<file path="src/escs_consts.vh">
`ifndef ESCS_CONSTS_VH
`define ESCS_CONSTS_VH
// command addresses and data
`define ESCS_ADDR_A 13'h1555
`define ESCS_ADDR_B 13'h0AAA
`define ESCS_DAT_UNLOCK1 8'hAA
`define ESCS_DAT_UNLOCK2 8'h55
`define ESCS_DAT_PROT_ON 8'hA0
`define ESCS_DAT_EXTEND 8'h80
`define ESCS_DAT_PROT_OFF 8'h20
`define ESCS_DAT_CLEAR 8'h10
`define ESCS_DAT_AC_OFF 8'h40
`define ESCS_DAT_AC_ON 8'h50
// operation codes
`define ESCS_OP_WRITE 3'h0
`define ESCS_OP_PROT_ON 3'h1
`define ESCS_OP_PROT_OFF 3'h2
`define ESCS_OP_CLEAR 3'h3
`define ESCS_OP_AC_OFF 3'h4
`define ESCS_OP_AC_ON 3'h5
// strobe timing in ns, and the core_clk period (5 ns)
`define ESCS_T_SETUP_NS 50
`define ESCS_T_PULSE_NS 150
`define ESCS_T_HOLD_NS 100
`define ESCS_CLK_NS 5
// counts below are the ns figures rounded up, sized to the counter width
`define ESCS_SETUP_CYC 8'h0A
`define ESCS_PULSE_CYC 8'h1E
`define ESCS_HOLD_CYC 8'h14
// byte load gap must stay below 200 us; we use 1 us spacing
`define ESCS_T_BLC_MAX_US 200
`define ESCS_T_GAP_NS 1000
`define ESCS_GAP_CYC 8'hC8
`define ESCS_CNT_W 8
`define ESCS_AW 13
`define ESCS_DW 8
`define ESCS_PAGE_MAX 7'h40
`endif

</file>
<file path="src/escs_bus_cycle.v">
`timescale 1ns/1ps
`default_nettype none
`include "escs_consts.vh"
// one strobed write cycle on the memory bus
module escs_bus_cycle (
  // clock and reset
  input wire core_clk,
  input wire nrst,
  // request
  input wire start,
  input wire [`ESCS_AW-1:0] addr_in,
  input wire [`ESCS_DW-1:0] data_in,
  output reg done,
  // memory pins
  output reg [`ESCS_AW-1:0] mem_addr,
  output reg [`ESCS_DW-1:0] mem_dq_o,
  output reg mem_dq_oe,
  output reg mem_ce_n,
  output reg mem_we_n,
  output reg mem_oe_n
);
  localparam S_IDLE = 2'h0;
  localparam S_SETUP = 2'h1;
  localparam S_PULSE = 2'h2;
  localparam S_HOLD = 2'h3;
  reg [1:0] st_r;
  reg [`ESCS_CNT_W-1:0] cnt_r;
  always @(posedge core_clk) begin
    done <= 1'b0;
    if (!nrst) begin
      st_r <= S_IDLE;
      cnt_r <= {`ESCS_CNT_W{1'b0}};
      mem_addr <= {`ESCS_AW{1'b0}};
      mem_dq_o <= {`ESCS_DW{1'b0}};
      mem_dq_oe <= 1'b0;
      mem_ce_n <= 1'b1;
      mem_we_n <= 1'b1;
      mem_oe_n <= 1'b1;
    end else begin
      case (st_r)
        S_IDLE: begin
          if (start) begin
            mem_addr <= addr_in;
            mem_dq_o <= data_in;
            mem_dq_oe <= 1'b1;
            mem_ce_n <= 1'b0;
            cnt_r <= `ESCS_SETUP_CYC;
            st_r <= S_SETUP;
          end
        end
        S_SETUP: begin
          if (cnt_r == {`ESCS_CNT_W{1'b0}}) begin
            mem_we_n <= 1'b0;
            cnt_r <= `ESCS_PULSE_CYC;
            st_r <= S_PULSE;
          end else begin
            cnt_r <= cnt_r - 1'b1;
          end
        end
        S_PULSE: begin
          if (cnt_r == {`ESCS_CNT_W{1'b0}}) begin
            mem_we_n <= 1'b1;
            cnt_r <= `ESCS_HOLD_CYC;
            st_r <= S_HOLD;
          end else begin
            cnt_r <= cnt_r - 1'b1;
          end
        end
        S_HOLD: begin
          if (cnt_r == {`ESCS_CNT_W{1'b0}}) begin
            mem_ce_n <= 1'b1;
            mem_dq_oe <= 1'b0;
            done <= 1'b1;
            st_r <= S_IDLE;
          end else begin
            cnt_r <= cnt_r - 1'b1;
          end
        end
        default: st_r <= S_IDLE;
      endcase
    end
  end
endmodule
`default_nettype wire

</file>
<file path="src/escs_host_seq.v">
`timescale 1ns/1ps
`default_nettype none
`include "escs_consts.vh"
module escs_host_seq (
  // clock and reset
  input wire core_clk,
  input wire nrst,
  // user command
  input wire cmd_valid,
  input wire [2:0] cmd_op,
  input wire cmd_prot_on,
  input wire cmd_cleared,
  output reg cmd_ready,
  // page data stream
  input wire pg_valid,
  input wire [`ESCS_AW-1:0] pg_addr,
  input wire [`ESCS_DW-1:0] pg_data,
  input wire pg_last,
  output reg pg_ready,
  // status
  output reg prot_state,
  output reg ac_off_state,
  output reg cleared_state,
  output reg cmd_err,
  // memory pins
  output wire [`ESCS_AW-1:0] mem_addr,
  output wire [`ESCS_DW-1:0] mem_dq_o,
  output wire mem_dq_oe,
  output wire mem_ce_n,
  output wire mem_we_n,
  output wire mem_oe_n
);
  // ==========================================
  // state machine
  localparam S_IDLE = 3'h0;
  localparam S_PFX = 3'h1;
  localparam S_PAGE = 3'h2;
  localparam S_GAP = 3'h3;
  localparam S_WAIT = 3'h4;
  reg [2:0] st_r;
  reg [2:0] op_r;
  reg [2:0] step_r;
  reg [2:0] nsteps_r;
  reg with_data_r;
  reg cyc_done_r;
  reg start_r;
  reg [`ESCS_AW-1:0] a_r;
  reg [`ESCS_DW-1:0] d_r;
  reg [6:0] cnt_pg_r;
  reg last_r;
  reg [`ESCS_CNT_W-1:0] gap_r;
  wire done;
  reg [`ESCS_AW-1:0] step_a;
  reg [`ESCS_DW-1:0] step_d;
  // ==========================================
  // prefix table
  always @* begin
    step_a = `ESCS_ADDR_A;
    step_d = `ESCS_DAT_UNLOCK1;
    case (step_r)
      3'h0: step_d = `ESCS_DAT_UNLOCK1;
      3'h1: begin
        step_a = `ESCS_ADDR_B;
        step_d = `ESCS_DAT_UNLOCK2;
      end
      3'h2: step_d = (nsteps_r == 3'h3) ? `ESCS_DAT_PROT_ON : `ESCS_DAT_EXTEND;
      3'h3: step_d = `ESCS_DAT_UNLOCK1;
      3'h4: begin
        step_a = `ESCS_ADDR_B;
        step_d = `ESCS_DAT_UNLOCK2;
      end
      3'h5: begin
        case (op_r)
          `ESCS_OP_PROT_OFF: step_d = `ESCS_DAT_PROT_OFF;
          `ESCS_OP_CLEAR: step_d = `ESCS_DAT_CLEAR;
          `ESCS_OP_AC_OFF: step_d = `ESCS_DAT_AC_OFF;
          default: step_d = `ESCS_DAT_AC_ON;
        endcase
      end
      default: step_d = `ESCS_DAT_UNLOCK1;
    endcase
  end
  escs_bus_cycle u_cyc (
    .core_clk(core_clk),
    .nrst(nrst),
    .start(start_r),
    .addr_in(a_r),
    .data_in(d_r),
    .done(done),
    .mem_addr(mem_addr),
    .mem_dq_o(mem_dq_o),
    .mem_dq_oe(mem_dq_oe),
    .mem_ce_n(mem_ce_n),
    .mem_we_n(mem_we_n),
    .mem_oe_n(mem_oe_n)
  );
  // ==========================================
  // sequencer
  always @(posedge core_clk) begin
    start_r <= 1'b0;
    cmd_err <= 1'b0;
    if (!nrst) begin
      st_r <= S_IDLE;
      op_r <= `ESCS_OP_WRITE;
      step_r <= 3'h0;
      nsteps_r <= 3'h0;
      with_data_r <= 1'b0;
      a_r <= {`ESCS_AW{1'b0}};
      d_r <= {`ESCS_DW{1'b0}};
      cnt_pg_r <= 7'h0;
      last_r <= 1'b0;
      gap_r <= {`ESCS_CNT_W{1'b0}};
      cyc_done_r <= 1'b0;
      cmd_ready <= 1'b0;
      pg_ready <= 1'b0;
      prot_state <= 1'b0;
      ac_off_state <= 1'b0;
      cleared_state <= 1'b0;
    end else begin
      cmd_ready <= 1'b0;
      pg_ready <= 1'b0;
      // the bus cycle ends before the gap runs out, so hold its done pulse
      if (done) begin
        cyc_done_r <= 1'b1;
      end
      case (st_r)
        S_IDLE: begin
          // alternate so that a request held high is always taken
          cmd_ready <= ~cmd_ready;
          step_r <= 3'h0;
          cnt_pg_r <= 7'h0;
          if (cmd_valid && cmd_ready) begin
            op_r <= cmd_op;
            with_data_r <= 1'b1;
            if (cmd_prot_on) begin
              prot_state <= 1'b1;
            end
            case (cmd_op)
              `ESCS_OP_PROT_ON: nsteps_r <= 3'h3;
              `ESCS_OP_WRITE: nsteps_r <= (prot_state || cmd_prot_on) ? 3'h3 : 3'h0;
              `ESCS_OP_CLEAR: begin
                nsteps_r <= 3'h6;
                with_data_r <= 1'b0;
              end
              `ESCS_OP_AC_OFF: begin
                nsteps_r <= 3'h6;
                if (!cleared_state && !cmd_cleared) begin
                  cmd_err <= 1'b1;
                end
              end
              default: nsteps_r <= 3'h6;
            endcase
            st_r <= S_PFX;
          end
        end
        S_PFX: begin
          if (step_r == nsteps_r) begin
            st_r <= with_data_r ? S_PAGE : S_WAIT;
          end else begin
            a_r <= step_a;
            d_r <= step_d;
            start_r <= 1'b1;
            cyc_done_r <= 1'b0;
            step_r <= step_r + 3'h1;
            gap_r <= `ESCS_GAP_CYC;
            st_r <= S_GAP;
          end
        end
        S_GAP: begin
          if (gap_r != {`ESCS_CNT_W{1'b0}}) begin
            gap_r <= gap_r - 1'b1;
          end else if (done || cyc_done_r) begin
            st_r <= (step_r == nsteps_r && !with_data_r) ? S_WAIT
                  : (step_r != nsteps_r) ? S_PFX : (last_r ? S_WAIT : S_PAGE);
          end
        end
        S_PAGE: begin
          // at least one page byte follows, else the device ignores it
          pg_ready <= ~pg_ready;
          if (pg_valid && pg_ready) begin
            a_r <= pg_addr;
            d_r <= pg_data;
            start_r <= 1'b1;
            cyc_done_r <= 1'b0;
            cnt_pg_r <= cnt_pg_r + 7'h1;
            last_r <= pg_last || (cnt_pg_r + 7'h1 == `ESCS_PAGE_MAX);
            gap_r <= `ESCS_GAP_CYC;
            st_r <= S_GAP;
          end
        end
        S_WAIT: begin
          last_r <= 1'b0;
          // erase and programming are timed by the device; host only tracks mode
          case (op_r)
            `ESCS_OP_PROT_ON: prot_state <= 1'b1;
            `ESCS_OP_PROT_OFF: prot_state <= 1'b0;
            `ESCS_OP_CLEAR: cleared_state <= 1'b1;
            `ESCS_OP_AC_OFF: ac_off_state <= 1'b1;
            `ESCS_OP_AC_ON: ac_off_state <= 1'b0;
            default: cleared_state <= cleared_state & ac_off_state;
          endcase
          st_r <= S_IDLE;
        end
        default: st_r <= S_IDLE;
      endcase
    end
  end
endmodule
`default_nettype wire

</file>
<file path="config.mk">
export PLATFORM = sky130hd
export DESIGN_NAME = escs_host_seq
export DESIGN_NICKNAME = d
export VERILOG_FILES = /design/src/escs_bus_cycle.v /design/src/escs_host_seq.v
export VERILOG_INCLUDE_DIRS = /design/src
export SDC_FILE = /design/constraint.sdc
export NUM_CORES = 1
export LEC_CHECK = 0
export ABC_AREA = 1
export CORE_UTILIZATION = 39
export CTS_BUF_LIST = sky130_fd_sc_hd__clkbuf_4
export CTS_CLUSTER_DIAMETER = 50
export CTS_CLUSTER_SIZE = 28
export DETAILED_ROUTE_END_ITERATION = 8
export DONT_BUFFER_PORTS = 1
export GPL_ROUTABILITY_DRIVEN = 0
export PLACE_DENSITY = 0.51
export SYNTH_ARGS = -nofsm -noshare
export SYNTH_HDL_FRONTEND = slang
export SYNTH_HIERARCHICAL = 1
export SYNTH_SLANG_ARGS = --single-unit
</file>
<file path="constraint.sdc">
create_clock -name core_clk -period 2.09 [get_ports core_clk]
set_clock_uncertainty 0.15 [all_clocks]
set_input_delay 0.1045 -clock core_clk [delete_from_list [all_inputs] [get_ports core_clk]]
set_output_delay 0.1045 -clock core_clk [all_outputs]
set_load 0.02 [all_outputs]
</file>
==> PnR_summary.wiki <==
{| class="wikitable"
! Metric !! Value
|-
| Post-Place Cells || ~800
|-
| I/O pin count || 62
|-
| Post-route fraction of the period consumed by the critical path || roughly nine tenths
|-
| Timing-limited maximum frequency || 539 MHz
|-
| Per-cell routed wire length || 13.1 um
|-
| PortBufs || 0
|-
| Number of slew-limit violations in the final report || 0
|-
| Mean area per synthesized cell || 7.06 sq um
|-
| Number of global-route vias before repair || 3,835
|-
| Count of antenna-violating nets left after detailed routing || 0
|-
| Worst slew pin tran || approximately 680 ps
|-
| Number of diodes added for antenna fixing || 0
|-
| CP arrival || 2080 ps
|-
| DP Worst Slack || 322 ps
|-
| Number of detailed-route iterations in the first pass || 7
|-
| Compound-gate portion of the synthesized area || between 10% and 20%
|-
| Post-placement cell area || around 4700 sq um
|-
| Total negative slack || 0 ps
|-
| Biggest area consumer among synthesized cells || dfxtp_1
|-
| Antenna violations before repair || 0
|-
| Final hold slack || 208 ps
|-
| Area share of xor/xnor cells in the synthesized design || 2.28%
|-
| Clock insertion delay at the later pin of the skew report || 470 ps
|-
| Mapped Area || 4560 sq um
|-
| Max transition margin || 54.8%
|-
| Synthesized Nets || 690
|-
| Critical path's largest stage delay || 560 ps
|-
| Worst-path cell chain || nor2_1, nand4_1, buf_4, o21ai_0, dlygate4sd3_1, a21oi_1
|-
| Final setup violation count || 0
|-
| Final Cell Area || 5180 sq um
|-
| Number of enable flip-flop cells after synthesis || 0
|-
| First-pass GRT wire length || 18,000 um
|-
| Clock Sinks || 93
|-
| Post-Synth Adder-Cell Area || 3.57%
|-
| Area of the placeable core || about 11,000 sq um
|-
| Power Density || about 1100 nW/um^2
|-
| Number of maximum-capacitance constraint violations || 0
|-
| Top cell types by occurrence after synthesis || nand2_1 (136), nor2_1 (124), dfxtp_1 (93)
|-
| Number of hold violations in the final report || 0
|-
| Gate Count Post-Synth || 646
|-
| Worst vdd ir || 0.537 mV
|-
| Syn. warnings || 6
|-
| Dominant combinational cell family by area after synthesis || simple AND/OR/NAND/NOR gates
|-
| Largest net degree at the start of global routing || 63
|-
| Number of buffers on the longest clock path || 2
|-
| CP endpoint kind || flop
|-
| Total congestion overflow || 0
|-
| Estimated wirelength of the detail-placed design || 7490 um
|-
| Number of fillers in the final layout || 1,179
|-
| Share of the yosys chip area belonging to registers || 40.8%
|-
| PostCTS Resize Cnt || 0
|-
| Setup repair after global routing missed its margin || no
|-
| Startpoint-to-endpoint class of the critical path || flop to flop
|-
| Status || complete, no violations
|-
| Class of the tightest hold or removal check || primary input to flop
|-
| CTS clk-pin slew, worst paths || 140 ps
|-
| Top cells by area in the synthesized netlist || dfxtp_1 (41%), nand2_1 (11%), nor2_1 (10%), o21ai_0 (6.1%), a21oi_1 (4.1%)
|-
| Horizontal die dimension || 110 um
|-
| FP Rows || 39
|-
| Shortest period the worst path allows || 1860 ps
|-
| Top-count cell post-synth || nand2_1
|-
| Area share of the leading cell type in the synthesized netlist || 40.8%
|-
| Final Worst Setup Slack || 234 ps
|-
| Simple-Gate Fraction of Synth Area || a little under a third
|-
| Synth cell types || 49
|-
| Proportion of synthesized area in mux cells || 0.219%
|-
| Dominant synthesized flop cell || dfxtp_1
|-
| Total detailed-routing wirelength || 10,900 um
|-
| DRC violation count after routing || 0
|-
| Crit path max fanout || 8
|-
| Initial cell density of the core || 40.0%
|-
| Number of design-rule violations left by the first detailed-router iteration || 165
|-
| Yosys reg bits || 93
|-
| Die Ht || 110 um
|-
| Buffer cell driving the clock tree root || clkbuf_4
|-
| Highest-delay cell along the critical path || dlygate4sd3_1
|-
| Vias || 4,109
|-
| Crit path launch type || flop
|-
| Post-synth ARST share || 0%
|-
| Area added between synthesis and finish || 13.7%
|-
| Num CTS Buffers || 9
|-
| H-tree depth reported by CTS || 3
|-
| Ratio of cells with drive above 1 in the final layout || a little under a tenth
|-
| Die Area || 12,100 sq um
|-
| Number of nets at the end of the flow || roughly 720
|-
| Required time reported for the critical path endpoint || 2310 ps
|-
| Overall fraction of global-route tracks in use || between 10% and 20%
|-
| TritonCTS clock tree || built
|-
| Number of cells in the finished layout apart from fillers || 827
|-
| Vias per cell || a little under 5
|-
| Leakage component of the power || approximately 0.0022 uW
|}
## routing by layer
| layer | track usage [%] | part of all wire [%] |
|---|---|---|
| met5 | 0 | 0 |
| met4 | 7.33 | 1.8 |
| met3 | 4.35 | 4.5 |
| met2 | 31.5 | 46 |
| met1 | 24.5 | 47 |
## cell usage in the layout (no fill, tap or decap), drive strengths merged, types with 2 or more instances in the layout
master / count
o21ai: 66
a31oi: 2
xor2: 6
dlygate4sd3: 31
clkinv: 3
nand3: 32
clkbuf: 10
inv: 60
a21oi: 38
xnor2: 5
a41oi: 2
ha: 13
dfxtp: 93
nor3: 6
nor2: 131
nand2: 146
nand4: 7
o211ai: 5
or2: 3
bufinv: 2
buf: 10
## state kept, by name (all words and copies together) (netlist names), 2 cells and up
register	count
u_cyc/mem_addr	13
step_r	3
d_r	8
a_r	13
u_cyc/mem_dq_o	8
op_r	3
nsteps_r	3
st_r	3
cnt_pg_r	7
gap_r	8
u_cyc/st_r	2
u_cyc/cnt_r	8
## worst paths after layout
path               start       to  slack (ps)  depth (start not counted)
min reg2reg       d_r[5]   d_r[5]         310                          2
max reg2reg      st_r[1]  op_r[1]         230                          6
max              st_r[1]  op_r[1]         230                          6
min          cmd_cleared  cmd_err         210                          4
## area by class of cell
class	instances	area [sq um]	area share, %
Multi-Input combinational cell	474	2360	45.5
Sequential cell	93	1860	35.9
Timing Repair Buffer	41	398	7.67
Inverter	61	234	4.51
Tap cell	143	179	3.45
Clock inverter	5	76.3	1.47
Clock buffer	10	75.1	1.45
## metrics by stage
| stage | total power [uW] | utilization (%) |
|---|---|---|
| 6_report | 5570 | 45.4 |
| 5_1_grt | 6070 | 45.4 |
| 4_1_cts | 5610 | 45.2 |
| 3_5_place_dp | 4410 | 41.0 |
| 3_3_place_gp | 4390 | 41.0 |
| 2_1_floorplan | 4010 | - |
## where the power goes
group | internal [uW] | switching (uW)
Sequential | 2040 | 275
Clock | 487 | 622
Combinational | 784 | 1360
## cells by family (layout without fill, tap and decap cells)
group | count (synthesis) | after routing
AO/OA/AOI/OAI | 120 | 120
XOR/XNOR | 11 | 11
adder cells (fa/ha/maj) | 13 | 13
buffers and inverters | 79 | 117
flip-flops | 93 | 93
multiplexers | 1 | 1
other | 1 | 1
AND/OR/NAND/NOR | 328 | 328
## critical path, delay by kind of cell (launching register included)
kind                   cells  cell delay [ps]
AO/OA/AOI/OAI              2              170
flip-flops                 1              380
AND/OR/NAND/NOR            2              330
buffers and inverters      2              740
## repair_timing
item                                    in CTS  in global routing
hold endpoints to repair                    81                  0
buffers inserted                             0                  3
hold buffers                                32                  0
endpoints found under the setup margin       0                  1
(Power assumes the default switching activity.)
